### src/bitflag_pkg.sv
/*
  shared types and constants for the bit and flag execution unit.
  assumes a single 25 MHz core clock and a decoder that issues one op per cycle.
*/
package bitflag_pkg;

  localparam int DATA_W = 8;
  localparam int IO_ADDR_W = 6;
  localparam int REG_ADDR_W = 5;

  // status register bit positions
  localparam logic [2:0] FLAG_C = 3'h0;
  localparam logic [2:0] FLAG_Z = 3'h1;
  localparam logic [2:0] FLAG_N = 3'h2;
  localparam logic [2:0] FLAG_V = 3'h3;
  localparam logic [2:0] FLAG_S = 3'h4;
  localparam logic [2:0] FLAG_H = 3'h5;
  localparam logic [2:0] FLAG_T = 3'h6;
  localparam logic [2:0] FLAG_I = 3'h7;

  localparam logic [7:0] STATUS_RESET = 8'h00;
  localparam logic [7:0] DATA_RESET = 8'h00;

  // base cycle count used by the access timer when the table count is zero; internal sram costs one more
  localparam logic [1:0] BASE_CYCLES = 2'h1;
  localparam logic [1:0] SRAM_EXTRA_CYCLES = 2'h1;

  typedef enum logic [4:0] {
    OP_NONE,
    OP_ROTATE_LEFT_CARRY,
    OP_ROTATE_RIGHT_CARRY,
    OP_ARITH_SHIFT_RIGHT,
    OP_NIBBLE_SWAP,
    OP_GENERIC_FLAG_SET,
    OP_GENERIC_FLAG_CLEAR,
    OP_IO_BIT_SET,
    OP_IO_BIT_CLEAR,
    OP_BIT_TO_TRANSFER_FLAG,
    OP_TRANSFER_FLAG_TO_BIT,
    OP_OVERFLOW_FLAG_SET,
    OP_OVERFLOW_FLAG_CLEAR,
    OP_HALF_CARRY_SET,
    OP_HALF_CARRY_CLEAR,
    OP_SIGN_TEST_SET,
    OP_SIGN_TEST_CLEAR,
    OP_CARRY_SET,
    OP_CARRY_CLEAR,
    OP_NEGATIVE_SET,
    OP_NEGATIVE_CLEAR,
    OP_ZERO_SET,
    OP_ZERO_CLEAR,
    OP_INT_ENABLE,
    OP_INT_DISABLE,
    OP_TRANSFER_SET,
    OP_TRANSFER_CLEAR
  } op_type;

  typedef struct packed {
    logic valid;
    op_type op;
    logic [2:0] bit_sel;
    logic [REG_ADDR_W-1:0] reg_addr;
    logic [IO_ADDR_W-1:0] io_addr;
    logic [DATA_W-1:0] reg_data;
    logic [DATA_W-1:0] io_data;
  } issue_type;

  typedef struct packed {
    logic reg_we;
    logic [REG_ADDR_W-1:0] reg_addr;
    logic [DATA_W-1:0] reg_data;
    logic io_we;
    logic [IO_ADDR_W-1:0] io_addr;
    logic [DATA_W-1:0] io_data;
  } result_type;

  typedef enum logic [1:0] {
    MEM_ONCHIP_PERIPH,
    MEM_INTERNAL_SRAM,
    MEM_EXTERNAL
  } mem_target_type;

endpackage

### src/bit_flag_unit.sv
/*
  execution unit for rotates, shifts, nibble swap, io bit set/clear,
  transfer-flag moves and status flag set/clear, plus data access timing.
  assumes decoder supplies operands already read from register file and io space.
*/
`timescale 1ns/1ps
module bit_flag_unit
  import bitflag_pkg::*;
(
  input wire logic CLK,
  input wire logic SYS_RST,
  input wire issue_type ISSUE,
  input wire logic MEM_START,
  input wire mem_target_type MEM_TARGET,
  input wire logic [1:0] MEM_BASE_CYCLES,
  input wire logic MEM_EXT_READY,
  output result_type RESULT,
  output logic [DATA_W-1:0] STATUS_FLAGS,
  output logic DONE,
  output logic MEM_BUSY,
  output logic MEM_DONE
);

  logic [DATA_W-1:0] status_q, status_d;
  result_type result_q, result_d;
  logic done_q;
  logic [DATA_W-1:0] rd, res;
  logic c_in, c_out;

  assign rd = ISSUE.reg_data;
  assign c_in = status_q[FLAG_C];

  // datapath and flag next-state, one cycle for everything
  always_comb begin
    status_d = status_q;
    result_d = '0;
    res = rd;
    c_out = c_in;
    if (ISSUE.valid) begin
      case (ISSUE.op)
        OP_ROTATE_LEFT_CARRY: begin
          res = {rd[6:0], c_in};
          c_out = rd[7];
          status_d[FLAG_H] = rd[3];
        end
        OP_ROTATE_RIGHT_CARRY: begin
          res = {c_in, rd[7:1]};
          c_out = rd[0];
        end
        OP_ARITH_SHIFT_RIGHT: begin
          res = {rd[7], rd[7:1]};
          c_out = rd[0];
        end
        OP_NIBBLE_SWAP: res = {rd[3:0], rd[7:4]};
        OP_TRANSFER_FLAG_TO_BIT: res[ISSUE.bit_sel] = status_q[FLAG_T];
        default: res = rd;
      endcase
      case (ISSUE.op)
        OP_ROTATE_LEFT_CARRY, OP_ROTATE_RIGHT_CARRY, OP_ARITH_SHIFT_RIGHT: begin
          // shifts share the z/c/n/v/s update; v is n xor c
          status_d[FLAG_C] = c_out;
          status_d[FLAG_Z] = (res == DATA_RESET);
          status_d[FLAG_N] = res[7];
          status_d[FLAG_V] = res[7] ^ c_out;
          status_d[FLAG_S] = c_out;
          result_d.reg_we = 1'b1;
        end
        OP_NIBBLE_SWAP, OP_TRANSFER_FLAG_TO_BIT: result_d.reg_we = 1'b1;
        OP_IO_BIT_SET: begin
          result_d.io_we = 1'b1;
          result_d.io_data = ISSUE.io_data | (8'h01 << ISSUE.bit_sel);
        end
        OP_IO_BIT_CLEAR: begin
          result_d.io_we = 1'b1;
          result_d.io_data = ISSUE.io_data & ~(8'h01 << ISSUE.bit_sel);
        end
        OP_BIT_TO_TRANSFER_FLAG: status_d[FLAG_T] = rd[ISSUE.bit_sel];
        OP_GENERIC_FLAG_SET: status_d[ISSUE.bit_sel] = 1'b1;
        OP_GENERIC_FLAG_CLEAR: status_d[ISSUE.bit_sel] = 1'b0;
        OP_OVERFLOW_FLAG_SET: status_d[FLAG_V] = 1'b1;
        OP_OVERFLOW_FLAG_CLEAR: status_d[FLAG_V] = 1'b0;
        OP_HALF_CARRY_SET: status_d[FLAG_H] = 1'b1;
        OP_HALF_CARRY_CLEAR: status_d[FLAG_H] = 1'b0;
        OP_SIGN_TEST_SET: status_d[FLAG_S] = 1'b1;
        OP_SIGN_TEST_CLEAR: status_d[FLAG_S] = 1'b0;
        OP_CARRY_SET: status_d[FLAG_C] = 1'b1;
        OP_CARRY_CLEAR: status_d[FLAG_C] = 1'b0;
        OP_NEGATIVE_SET: status_d[FLAG_N] = 1'b1;
        OP_NEGATIVE_CLEAR: status_d[FLAG_N] = 1'b0;
        OP_ZERO_SET: status_d[FLAG_Z] = 1'b1;
        OP_ZERO_CLEAR: status_d[FLAG_Z] = 1'b0;
        OP_INT_ENABLE: status_d[FLAG_I] = 1'b1;
        OP_INT_DISABLE: status_d[FLAG_I] = 1'b0;
        OP_TRANSFER_SET: status_d[FLAG_T] = 1'b1;
        OP_TRANSFER_CLEAR: status_d[FLAG_T] = 1'b0;
        default: result_d.reg_we = 1'b0;
      endcase
      result_d.reg_addr = ISSUE.reg_addr;
      result_d.reg_data = res;
      result_d.io_addr = ISSUE.io_addr;
      if (!result_d.io_we) begin
        result_d.io_data = DATA_RESET;
      end
    end
  end

  always_ff @(posedge CLK) begin
    if (SYS_RST) begin
      status_q <= STATUS_RESET;
    end else begin
      status_q <= status_d;
    end
  end

  // results register so every output leaves a flop; no stall path needed
  always_ff @(posedge CLK) begin
    if (SYS_RST) begin
      result_q <= '0;
      done_q <= 1'b0;
    end else begin
      result_q <= result_d;
      done_q <= ISSUE.valid;
    end
  end

  assign RESULT = result_q;
  assign STATUS_FLAGS = status_q;
  assign DONE = done_q;

  access_timer u_access_timer (
    .clk(CLK),
    .rst(SYS_RST),
    .start(MEM_START),
    .target(MEM_TARGET),
    .base_cycles(MEM_BASE_CYCLES),
    .ext_ready(MEM_EXT_READY),
    .busy_q(MEM_BUSY),
    .done_q(MEM_DONE)
  );

  AST_ROL_RESULT: assert property (@(posedge CLK) disable iff (SYS_RST)
    (ISSUE.valid && ISSUE.op == OP_ROTATE_LEFT_CARRY) |=>
    (RESULT.reg_data == {$past(rd[6:0]), $past(c_in)}) && STATUS_FLAGS[FLAG_C] == $past(rd[7]))
    else $error("rotate left result or carry wrong");
  AST_ROR_RESULT: assert property (@(posedge CLK) disable iff (SYS_RST)
    (ISSUE.valid && ISSUE.op == OP_ROTATE_RIGHT_CARRY) |=>
    (RESULT.reg_data == {$past(c_in), $past(rd[7:1])}) && STATUS_FLAGS[FLAG_C] == $past(rd[0]))
    else $error("rotate right result or carry wrong");
  AST_IO_SET: assert property (@(posedge CLK) disable iff (SYS_RST)
    (ISSUE.valid && ISSUE.op == OP_IO_BIT_SET) |=>
    RESULT.io_we && RESULT.io_data[$past(ISSUE.bit_sel)] && $stable(STATUS_FLAGS))
    else $error("io bit set wrong");
  AST_IO_CLR: assert property (@(posedge CLK) disable iff (SYS_RST)
    (ISSUE.valid && ISSUE.op == OP_IO_BIT_CLEAR) |=>
    RESULT.io_we && !RESULT.io_data[$past(ISSUE.bit_sel)] && $stable(STATUS_FLAGS))
    else $error("io bit clear wrong");
  AST_BST: assert property (@(posedge CLK) disable iff (SYS_RST)
    (ISSUE.valid && ISSUE.op == OP_BIT_TO_TRANSFER_FLAG) |=>
    STATUS_FLAGS[FLAG_T] == $past(rd[ISSUE.bit_sel]) && !RESULT.reg_we)
    else $error("bit store to transfer flag wrong");
  AST_BLD: assert property (@(posedge CLK) disable iff (SYS_RST)
    (ISSUE.valid && ISSUE.op == OP_TRANSFER_FLAG_TO_BIT) |=>
    RESULT.reg_data[$past(ISSUE.bit_sel)] == $past(status_q[FLAG_T]) && $stable(STATUS_FLAGS))
    else $error("bit load from transfer flag wrong");
  AST_SEV: assert property (@(posedge CLK) disable iff (SYS_RST)
    (ISSUE.valid && ISSUE.op == OP_OVERFLOW_FLAG_SET) |=>
    STATUS_FLAGS == ($past(status_q) | 8'h08))
    else $error("overflow set touched other flags");
  AST_CLV: assert property (@(posedge CLK) disable iff (SYS_RST)
    (ISSUE.valid && ISSUE.op == OP_OVERFLOW_FLAG_CLEAR) |=>
    STATUS_FLAGS == ($past(status_q) & 8'hF7))
    else $error("overflow clear touched other flags");
  AST_SEH: assert property (@(posedge CLK) disable iff (SYS_RST)
    (ISSUE.valid && ISSUE.op == OP_HALF_CARRY_SET) |=> STATUS_FLAGS == ($past(status_q) | 8'h20))
    else $error("half carry set wrong");
  AST_CLH: assert property (@(posedge CLK) disable iff (SYS_RST)
    (ISSUE.valid && ISSUE.op == OP_HALF_CARRY_CLEAR) |=> STATUS_FLAGS == ($past(status_q) & 8'hDF))
    else $error("half carry clear wrong");
  AST_SES: assert property (@(posedge CLK) disable iff (SYS_RST)
    (ISSUE.valid && ISSUE.op == OP_SIGN_TEST_SET) |=> STATUS_FLAGS == ($past(status_q) | 8'h10))
    else $error("sign test set wrong");
  AST_CLS: assert property (@(posedge CLK) disable iff (SYS_RST)
    (ISSUE.valid && ISSUE.op == OP_SIGN_TEST_CLEAR) |=> STATUS_FLAGS == ($past(status_q) & 8'hEF))
    else $error("sign test clear wrong");
  AST_ASR: assert property (@(posedge CLK) disable iff (SYS_RST)
    (ISSUE.valid && ISSUE.op == OP_ARITH_SHIFT_RIGHT) |=>
    RESULT.reg_data == {$past(rd[7]), $past(rd[7:1])})
    else $error("arith shift right wrong");
  AST_SWAP: assert property (@(posedge CLK) disable iff (SYS_RST)
    (ISSUE.valid && ISSUE.op == OP_NIBBLE_SWAP) |=>
    RESULT.reg_data == {$past(rd[3:0]), $past(rd[7:4])} && $stable(STATUS_FLAGS))
    else $error("nibble swap wrong");
  AST_GEN_SET: assert property (@(posedge CLK) disable iff (SYS_RST)
    (ISSUE.valid && ISSUE.op == OP_GENERIC_FLAG_SET) |=>
    STATUS_FLAGS == ($past(status_q) | (8'h01 << $past(ISSUE.bit_sel))))
    else $error("generic flag set wrong");
  AST_DONE_ONE: assert property (@(posedge CLK) disable iff (SYS_RST)
    ISSUE.valid |=> DONE)
    else $error("op did not finish in one cycle");

  COV_ROL: cover property (@(posedge CLK) ISSUE.valid && ISSUE.op == OP_ROTATE_LEFT_CARRY);
  COV_IO_SET: cover property (@(posedge CLK) ISSUE.valid && ISSUE.op == OP_IO_BIT_SET);
  COV_BST_BLD: cover property (@(posedge CLK)
    ISSUE.valid && ISSUE.op == OP_BIT_TO_TRANSFER_FLAG ##1 ISSUE.valid && ISSUE.op == OP_TRANSFER_FLAG_TO_BIT);
  COV_SRAM: cover property (@(posedge CLK) MEM_START && MEM_TARGET == MEM_INTERNAL_SRAM ##[1:4] MEM_DONE);

endmodule

### src/access_timer.sv
/*
  cycle counter for data memory accesses issued by the core.
  assumes the requester holds start for one cycle and waits for done.
*/
`timescale 1ns/1ps
module access_timer
  import bitflag_pkg::*;
(
  input wire logic clk,
  input wire logic rst,
  input wire logic start,
  input wire mem_target_type target,
  input wire logic [1:0] base_cycles,
  input wire logic ext_ready,
  output logic busy_q,
  output logic done_q
);

  logic [2:0] count_q;
  logic ext_q;
  logic [1:0] base_eff;

  // a zero table count is taken as one, so sram still costs one more
  assign base_eff = (base_cycles == 2'h0) ? BASE_CYCLES : base_cycles;

  always_ff @(posedge clk) begin
    if (rst) begin
      busy_q <= 1'b0;
      done_q <= 1'b0;
      count_q <= 3'h0;
      ext_q <= 1'b0;
    end else begin
      done_q <= 1'b0;
      if (start && !busy_q) begin
        busy_q <= 1'b1;
        ext_q <= (target == MEM_EXTERNAL);
        // sram adds one cycle to the table count
        if (target == MEM_INTERNAL_SRAM) begin
          count_q <= {1'b0, base_eff} + {1'b0, SRAM_EXTRA_CYCLES};
        end else begin
          count_q <= {1'b0, base_eff};
        end
      end else if (busy_q) begin
        // external bus ignores the table count and waits on its ready
        if (ext_q) begin
          if (ext_ready) begin
            busy_q <= 1'b0;
            done_q <= 1'b1;
          end
        end else if (count_q <= 3'h1) begin
          busy_q <= 1'b0;
          done_q <= 1'b1;
        end else begin
          count_q <= count_q - 3'h1;
        end
      end
    end
  end

  AST_SRAM_LONGER: assert property (@(posedge clk) disable iff (rst)
    (start && !busy_q && target == MEM_INTERNAL_SRAM && base_cycles == 2'h1) |=> !done_q ##1 !done_q ##1 done_q)
    else $error("sram access did not take one extra cycle");
  AST_EXT_WAITS: assert property (@(posedge clk) disable iff (rst)
    (busy_q && ext_q && !ext_ready) |=> !done_q)
    else $error("external access finished without ready");

endmodule

### config.mk
export PLATFORM = sky130hd
export DESIGN_NAME = bit_flag_unit
export DESIGN_NICKNAME = d
export VERILOG_FILES = /design/src/bitflag_pkg.sv /design/src/bit_flag_unit.sv /design/src/access_timer.sv
export SDC_FILE = /design/constraint.sdc
export NUM_CORES = 1
export LEC_CHECK = 0
export BUFFER_PORTS_ARGS = -buffer_cell sky130_fd_sc_hd__buf_2
export CORE_ASPECT_RATIO = 0.9
export CORE_MARGIN = 2
export CORE_UTILIZATION = 24
export DETAILED_ROUTE_END_ITERATION = 10
export REMOVE_ABC_BUFFERS = 1
export SYNTH_ARGS = -nofsm -noshare
export SYNTH_HDL_FRONTEND = slang
export SYNTH_SLANG_ARGS = --single-unit
### constraint.sdc
create_clock -name CLK -period 3.4 [get_ports CLK]
set_clock_uncertainty 0.1 [all_clocks]
set_input_delay 0.34 -clock CLK [delete_from_list [all_inputs] [get_ports CLK]]
set_output_delay 0.34 -clock CLK [all_outputs]
set_load 0.1 [all_outputs]
==> reports/metrics.cfg, run 1 <==
[outcome]
status = finished clean

[cells_and_area]
drive_gt1_frac = 0.2543
fin_cells = 561
antennaDiodeCount = 0
ff_latch_area_um2 = 880.8
nFillCells = 1171
syn_to_final_growth_pct = 25.40
multi_input_area_um2 = 1659
finalInstanceArea_um2 = 3354
post-route-util = 0.3090
fin_nets = 454

[drt]
dr.pass1.iters = 5
vias = 2860
routed_wl_mm = 8.698
viasPerCell = 5.098
first_iter_violations = 219
ant_nets = 0
drt-wirelength-per-cell_um = 15.50
drc = 0

[clock_network]
clock-root-buffer = clkbuf_16
holdBufCountCts = 0
cts_buffer_depth = 2
clk_latency_ns = 0.29
postCtsSetupBuffers = 0
cts_tree = done
path_clk_slew_ns = 0.07
h-tree-depth = 2
cts-resized-gates = 0
cts_made_buffers = 5
clock-sinks = 44

[sta]
finalCriticalPeriod_ns = 2.302
period_share = 0.6769
worstMarginPinSlew_ns = 0.8454
maxSlewViolCount = 0
setup_ws_ns = 1.098
max_slew_margin = 0.4321
fmaxAchievable_mhz = 434.5
hold_viol = 0
finalSetupTns_ns = 0
finalSetupViolCount = 0
rsz0062_at_grt = no
hold_slack_ns = 0.1458

[place]
placed_cell_area_um2 = 3183
place.gp.congestion = 0.9675
dp_hpwl_mm = 6.623
dpl_worst_slack_ns = 0.8304
numPortBuffers = 83
dpl.cell_count = 553

[critical_path]
slowest_stage = buf_2
critPathLaunchType = primary input
worst-path-max-fanout = 26
critPathKind = primary input to flop
critical-path-max-stage-delay_ns = 0.43
cpLargestDelayFamily = compound AO/OA/AOI/OAI gates
r2r_slack_ns = 1.39
crit_buf_inv = 1
crit_required_ns = 3.49
worst_ep_arrival_time_ns = 2.39
crit_chain = buf_2, nand2b_1, a211oi_1, o21ai_1, a21oi_1, xnor2_1, nor2_1, o31a_1
cp-end-kind = flop

[yosys]
ys.warnings.count = 0
synth_top_family_by_area = simple AND/OR/NAND/NOR gates
synth_xor_area_frac = 0.01964
ys_types = 61
synth-adder-area-share = 0.009355
synth.cell_area_um2 = 2675
syn_inst = 341
muxShareOfSynthArea = 0.03835
async_reset_ff_frac = 0
synth-simple-area-share = 0.3003
synth_edf_count = 0
synth_seq_cells = 44
synth_flop_cell = dfxtp_1
synth-seq-area-share = 0.3293
avgSynthCellArea_um2 = 7.845
synth-compound-area-share = 0.2526

[power]
vdd_drop_max_mv = 0.1440
power.density_nw_per_um2 = 449.7
power_mw = 1.508
p_leak_nw = 1.374

[floorplan]
design.core.area_um2 = 10860
die_h_um = 104.2
rows = 36
floorplan.initialDensity = 0.2464
die_w_um = 115.3
pin_count = 84
die_area_um2 = 12010

[global_route]
antenna_found_initial = 0
overflow = 0
grt_usage = 0.1454
grt_max_degree = 30
grt_first_pass_wirelength_mm = 14.08
grt_pass1_vias = 2665

[worst_hold_path]
min_path_type = primary input to flop

[run]
cap_violations = 0

-- cell usage in the layout (no fill, tap or decap), types with 6 or more instances in the layout --
master and count:
a21oi_1 26, mux2i_1 8, nand2b_1 11, nor2b_1 15, nor2_1 42, o21ai_0 12, dfxtp_1 44, nor3_1 6
and2_1 13, inv_1 7, o21ai_1 10, buf_2 83, nand3_1 11, a211oi_1 7, a22oi_1 6, nand2_1 25
-- cells in the mapped netlist (all sizes together), types with 8 or more instances --
| cell | count | area [um2] |
|---|---|---|
| a21oi | 26 | 130.1 |
| o21ai | 22 | 110.1 |
| nand2b | 11 | 68.82 |
| dfxtp | 44 | 880.8 |
| nand3 | 11 | 55.05 |
| clkbuf | 11 | 41.29 |
| inv | 8 | 30.03 |
| nand2 | 25 | 93.84 |
| nor2 | 43 | 163.9 |
| buf | 13 | 63.81 |
| and2 | 14 | 90.09 |
| mux2i | 8 | 80.08 |
| nor2b | 15 | 93.84 |
-- layout make-up --
cell class | count | area share
Clock inverter | 3 | 0.01380
Timing Repair Buffer | 84 | 0.1261
Multi-Input combinational cell | 265 | 0.4946
Tap cell | 152 | 0.05670
Sequential cell | 44 | 0.2626
Clock buffer | 5 | 0.03730
Inverter | 8 | 0.008952
-- cell families (layout without fill, tap and decap cells) --
kind of cell             after synthesis  count (layout)
AO/OA/AOI/OAI                         99              99
XOR/XNOR                               6               6
adder cells (fa/ha/maj)                2               2
buffers and inverters                 32             100
flip-flops                            44              44
multiplexers                          10              10
AND/OR/NAND/NOR                      148             148
-- power by group --
part	switching, mW	internal, mW	leakage [nW]
clock network	0.226	0.350	0.0804
registers	0.0115	0.538	0.360
logic	0.281	0.102	0.934
total	0.519	0.990	1.37
-- worst paths after layout --
kind	start	end	cells past startpoint
setup / recovery	ISSUE[31]	STATUS_FLAGS[3]	8
hold reg to reg	u_access_timer.busy_q	u_access_timer.done_q	1
hold / removal	ISSUE[26]	RESULT[27]	2
setup reg to reg	STATUS_FLAGS[0]	STATUS_FLAGS[3]	7
-- metal layers --
layer / up-vias / GRT usage / share of wire / routed length, um
li1: 1368 / - / - / -
met1: 1336 / 0.2197 / 0.47 / 4125
met2: 140 / 0.2084 / 0.43 / 3737
met3: 16 / 0.03147 / 0.082 / 711
met4: 0 / 0.03442 / 0.014 / 123
met5: - / 0 / 0 / 0
-- sequential cells by signal, summed over array words and instances, names as in the netlist --
name / cells
RESULT: 29
u_access_timer.busy_q: 1
STATUS_FLAGS: 8
DONE: 1
u_access_timer.done_q: 1
u_access_timer.count_q: 3
u_access_timer.ext_q: 1
No activity file was read; power rests on OpenSTA's default activity.
==> inputs of run 2 (changes only) <==
clock period = 2.1 ns   (was 3.4 ns; I/O delays follow)
==> reports/metrics.cfg, run 2 (synthesis results as in run 1) <==
[outcome]
status = finished clean  ; unchanged

[clock_network]
cts_buffer_depth = 2  ; unchanged
cts_made_buffers = 5  ; unchanged
clock-sinks = 44  ; unchanged
clock-root-buffer = clkbuf_16  ; unchanged
cts_tree = done  ; unchanged
h-tree-depth = 2  ; unchanged
path_clk_slew_ns = 0.07  ; about the same
clk_latency_ns = 0.29  ; about the same

[power]
p_leak_nw = 1.650  ; was 1.374 nW
power_mw = 2.536  ; was 1.508 mW
vdd_drop_max_mv = 0.2894  ; was 0.1440 mV
power.density_nw_per_um2 = 669.7  ; was 449.7 nW/um2

[drt]
ant_nets = 0  ; unchanged
drt-wirelength-per-cell_um = 15.47  ; was 15.50 um
viasPerCell = 4.937  ; was 5.098
routed_wl_mm = 9.530  ; was 8.698 mm
drc = 0  ; unchanged
vias = 3041  ; was 2860
dr.pass1.iters = 5  ; unchanged
first_iter_violations = 284  ; was 219

[cells_and_area]
layout_common_cells = buf_2 (83), buf_4 (55), dfxtp_1 (44)  ; was buf_2 (83), dfxtp_1 (44), nor2_1 (42)
fin_nets = 509  ; was 454
final_common_cell = buf_2  ; unchanged
finalInstanceArea_um2 = 3786  ; was 3354 um2
antennaDiodeCount = 0  ; unchanged
syn_to_final_growth_pct = 41.53  ; was 25.40%
drive_gt1_frac = 0.3448  ; was 0.2543
nFillCells = 1138  ; was 1171
fin_cells = 616  ; was 561
largest_reg_flops = 29  ; unchanged

[sta]
maxSlewViolCount = 0  ; unchanged
max_slew_margin = 0.6446  ; was 0.4321
setup_ws_ns = 0.1881  ; was 1.098 ns
rsz0062_at_grt = no  ; unchanged
fmaxAchievable_mhz = 523.1
worstMarginPinSlew_ns = 0.5319  ; was 0.8454 ns
finalCriticalPeriod_ns = 1.912
finalSetupViolCount = 0  ; unchanged
hold_viol = 0  ; unchanged
period_share = 0.9104

[floorplan]
die_h_um = 104.2  ; unchanged
pin_count = 84  ; unchanged
die_area_um2 = 12010  ; unchanged
rows = 36  ; unchanged
floorplan.initialDensity = 0.2464  ; unchanged
design.core.area_um2 = 10860  ; unchanged
die_w_um = 115.3  ; unchanged

[global_route]
grt_usage = 0.1555  ; was 0.1454
grt_first_pass_wirelength_mm = 14.72  ; was 14.08 mm
grt_pass1_vias = 2830  ; was 2665
overflow = 0  ; unchanged
grt_max_degree = 16  ; was 30
antenna_found_initial = 0  ; unchanged

[critical_path]
slowest_stage = dfxtp_1  ; was buf_2
critPathKind = flop to flop  ; was primary input to flop
crit_required_ns = 2.19  ; was 3.49 ns
critPathLaunchType = flop  ; was primary input
cp-end-kind = flop  ; unchanged
worst-path-max-fanout = 3  ; was 26
r2r_slack_ns = 0.19  ; was 1.39 ns
critical-path-max-stage-delay_ns = 0.34  ; was 0.43 ns
crit_chain = mux2_2, a32oi_1, o211ai_1, a21oi_1, xnor2_1, nor2_1, o31a_1  ; was buf_2, nand2b_1, a211oi_1, o21ai_1, a21oi_1, xnor2_1, nor2_1, o31a_1
crit_buf_inv = 0  ; was 1
worst_ep_arrival_time_ns = 2.00  ; was 2.39 ns
cpLargestDelayFamily = compound AO/OA/AOI/OAI gates  ; unchanged

[place]
placed_cell_area_um2 = 3608  ; was 3183 um2
place.gp.congestion = 0.8805  ; was 0.9675
dpl.cell_count = 608  ; was 553
dpl_worst_slack_ns = -0.09536  ; was 0.8304 ns
numPortBuffers = 83  ; unchanged
dp_hpwl_mm = 7.596  ; was 6.623 mm

[worst_hold_path]
min_path_type = primary input to flop  ; unchanged

[run]
cap_violations = 0  ; unchanged

-- run 2: cell types whose count changed in the layout (fill, tap and decap cells not counted) --
| cell | delta |
|---|---|
| a221oi_1 | -1 |
| a221oi_2 | +1 |
| buf_12 | +1 |
| buf_4 | +54 |
-- run 2: final timing paths --
check | startpoint | to | cells past startpoint
setup / recovery | STATUS_FLAGS[0] | STATUS_FLAGS[3] | 7
hold / removal | ISSUE[22] | RESULT[23] | 2
setup reg to reg | STATUS_FLAGS[0] | STATUS_FLAGS[3] | 7
hold reg to reg | u_access_timer.count_q[1] | u_access_timer.count_q[1] | 1
-- run 2: metrics by stage --
stage	util	TNS, ns	hold slack, ns
after floorplan	-	-0.6190	0.1791
after global placement	0.3324	0	0.3112
after detailed placement	0.3324	-0.1006	0.3125
after CTS	0.3482	0	0.01454
after global routing	0.3488	0	0.02201
final	0.3488	0	0.01857
-- run 2: area by class of cell --
| type | count | area [um2] | share of cell area |
|---|---|---|---|
| repair buffers | 139 | 848.3 | 0.2241 |
| multi-input cells | 265 | 1665 | 0.4399 |
| inverters | 8 | 30.03 | 0.007931 |
| well taps | 152 | 190.2 | 0.05023 |
| clock inverters | 3 | 46.29 | 0.01223 |
| clock buffers | 5 | 125.1 | 0.03305 |
| flip-flops and latches | 44 | 880.8 | 0.2327 |
-- run 2: metal layers --
| layer | vias to the layer above | track usage | share of wire |
|---|---|---|---|
| met3 | 9 | 0.02855 | 0.077 |
| met5 | - | 0 | 0 |
| met2 | 153 | 0.2395 | 0.44 |
| met1 | 1412 | 0.2259 | 0.48 |
| li1 | 1467 | - | - |
| met4 | 0 | 0.03098 | 0.0079 |
-- run 2: power breakdown --
group	internal (mW)	total (mW)	switching, mW	leakage [nW]
Clock	0.566	0.937	0.370	0.0804
Sequential	0.870	0.889	0.0182	0.360
Combinational	0.233	0.710	0.477	1.21
-- run 2: repair_timing --
item	CTS	global route
setup buffers	0	0
hold buffers	0	0
gates resized for setup	0	1
setup endpoints to repair	0	1
==> inputs of run 3 (changes only) <==
CELL_PAD_IN_SITES_DETAIL_PLACEMENT = 0   (was unset)
CELL_PAD_IN_SITES_GLOBAL_PLACEMENT = 1   (was unset)
PLACE_DENSITY_LB_ADDON = 0.1   (was unset)
==> reports/metrics.cfg, run 3 (synthesis results as in run 1) <==
[outcome]
status = finished clean  ; unchanged

[cells_and_area]
fin_cells = 616  ; unchanged
syn_to_final_growth_pct = 40.93  ; was 41.53%
finalInstanceArea_um2 = 3770  ; was 3786 um2
nFillCells = 1184  ; was 1138
drive_gt1_frac = 0.3448  ; unchanged
largest_reg_flops = 29  ; unchanged
antennaDiodeCount = 0  ; unchanged
layout_common_cells = buf_2 (83), buf_4 (56), dfxtp_1 (44)  ; was buf_2 (83), buf_4 (55), dfxtp_1 (44)
final_common_cell = buf_2  ; unchanged
fin_nets = 509  ; unchanged

[clock_network]
holdBufCountCts = 0  ; unchanged
clock-root-buffer = clkbuf_16  ; unchanged
clk_latency_ns = 0.30  ; was 0.29 ns
cts-resized-gates = 0  ; unchanged
h-tree-depth = 2  ; unchanged
postCtsSetupBuffers = 0  ; unchanged
cts_made_buffers = 5  ; unchanged
cts_tree = done  ; unchanged
clock-sinks = 44  ; unchanged
cts_buffer_depth = 2  ; unchanged
path_clk_slew_ns = 0.08  ; was 0.07 ns

[global_route]
overflow = 0  ; unchanged
grt_pass1_vias = 2777  ; was 2830
grt_max_degree = 17  ; was 16
antenna_found_initial = 0  ; unchanged
grt_first_pass_wirelength_mm = 15.50  ; was 14.72 mm
grt_usage = 0.1666  ; was 0.1555

[drt]
ant_nets = 0  ; unchanged
dr.pass1.iters = 4  ; was 5
vias = 2957  ; was 3041
viasPerCell = 4.800  ; was 4.937
drc = 0  ; unchanged
first_iter_violations = 174  ; was 284
routed_wl_mm = 9.914  ; was 9.530 mm
drt-wirelength-per-cell_um = 16.09  ; was 15.47 um

[power]
power.density_nw_per_um2 = 676.2  ; was 669.7 nW/um2
power_mw = 2.549  ; was 2.536 mW
vdd_drop_max_mv = 0.2819  ; was 0.2894 mV
p_leak_nw = 1.644  ; was 1.650 nW

[floorplan]
pin_count = 84  ; unchanged
die_w_um = 115.3  ; unchanged
design.core.area_um2 = 10860  ; unchanged
die_h_um = 104.2  ; unchanged
die_area_um2 = 12010  ; unchanged
floorplan.initialDensity = 0.2464  ; unchanged
rows = 36  ; unchanged

[sta]
fmaxAchievable_mhz = 531.4  ; was 523.1 MHz
finalSetupViolCount = 0  ; unchanged
hold_slack_ns = 0.01593  ; was 0.01857 ns
rsz0062_at_grt = no  ; unchanged
period_share = 0.8962  ; was 0.9104
finalCriticalPeriod_ns = 1.882  ; was 1.912 ns
maxSlewViolCount = 0  ; unchanged
hold_viol = 0  ; unchanged
setup_ws_ns = 0.2181  ; was 0.1881 ns
max_slew_margin = 0.6393  ; was 0.6446
worstMarginPinSlew_ns = 0.5399  ; was 0.5319 ns

[critical_path]
crit_path_end = STATUS_FLAGS[1]  ; was STATUS_FLAGS[3]
cpLargestDelayFamily = compound AO/OA/AOI/OAI gates  ; unchanged
critical-path-max-stage-delay_ns = 0.40  ; was 0.34 ns
critPathLaunchType = primary input  ; was flop
r2r_slack_ns = 0.27  ; was 0.19 ns
critPathKind = primary input to flop  ; was flop to flop
cp-end-kind = flop  ; unchanged
worst-path-max-fanout = 10  ; was 3
worst_r2r_endpoint = STATUS_FLAGS[1]  ; was STATUS_FLAGS[3]
crit_buf_inv = 1  ; was 0
cp-startpoint = ISSUE[31]  ; was STATUS_FLAGS[0]
crit_required_ns = 2.21  ; was 2.19 ns
cp.depth = 8  ; was 7
slowest_stage = a221oi_1  ; was dfxtp_1
crit_chain = buf_2, nand2b_1, a211oi_1, or2_4, o21ai_1, a221oi_1, nand3_1, o31ai_1  ; was mux2_2, a32oi_1, o211ai_1, a21oi_1, xnor2_1, nor2_1, o31a_1
r2r_cells = 7  ; unchanged
reg2reg_from = STATUS_FLAGS[0]  ; unchanged
worst_ep_arrival_time_ns = 1.99  ; was 2.00 ns

[place]
dp_hpwl_mm = 7.627  ; was 7.596 mm
dpl_worst_slack_ns = -0.1086  ; was -0.09536 ns
dpl.cell_count = 608  ; unchanged
place.gp.congestion = 0.8730  ; was 0.8805
numPortBuffers = 83  ; unchanged
placed_cell_area_um2 = 3596  ; was 3608 um2

[run]
cap_violations = 0  ; unchanged

[worst_hold_path]
min_path_type = primary input to flop  ; unchanged

==> run 3: cell counts in the layout (fill, tap and decap cells not counted) <==
No cell type changed its count.
==> run 3: layout make-up <==
type | count | area, um2 | share of cell area
Inverter | 8 | 30.03 | 0.007965
Clock inverter | 3 | 46.29 | 0.01228
Timing Repair Buffer | 139 | 835.8 | 0.2217
Multi-Input combinational cell | 265 | 1662 | 0.4408
Clock buffer | 5 | 125.1 | 0.03319
Sequential cell | 44 | 880.8 | 0.2337
Tap cell | 152 | 190.2 | 0.05045
==> run 3: worst min-delay path by stage <==
stage	cells after the start	startpoint	end
floorplan	1	SYS_RST	u_access_timer.count_q[0]
finish	2	ISSUE[22]	RESULT[23]
detailed placement	2	ISSUE[19]	RESULT[11]
global placement	2	ISSUE[22]	RESULT[23]
global route	2	ISSUE[24]	RESULT[25]
CTS	2	ISSUE[22]	RESULT[23]
==> run 3: layer usage <==
layer  part of all wire  vias up  track usage  wire, um
met5                  0        -            0         0
met4             0.0099        0      0.03614        98
met3              0.065        8      0.03613       648
met2               0.44      116       0.2517      4395
met1               0.48     1365       0.2418      4771
li1                   -     1468            -         -
==> run 3: worst reg2reg max path, cell delays in order (launching register included) <==
cell and delay, ns:
dfxtp_1 0.34, inv_1 0.13, or3_1 0.17, a21oi_1 0.08
a221o_1 0.26, a21oi_1 0.24, o2111ai_1 0.15, o31ai_1 0.28
==> run 3: per-stage QoR <==
step	utilization	setup TNS, ns
6_report	0.3473	0
5_1_grt	0.3473	0
4_1_cts	0.3470	0
3_5_place_dp	0.3313	-0.1086
3_3_place_gp	0.3313	0
2_1_floorplan	-	-0.6190
==> run 3: power by group <==
group          switching [mW]  total (mW)  internal [mW]
sequential             0.0176       0.888          0.870
clock                   0.384       0.951          0.567
combinational           0.477       0.711          0.234
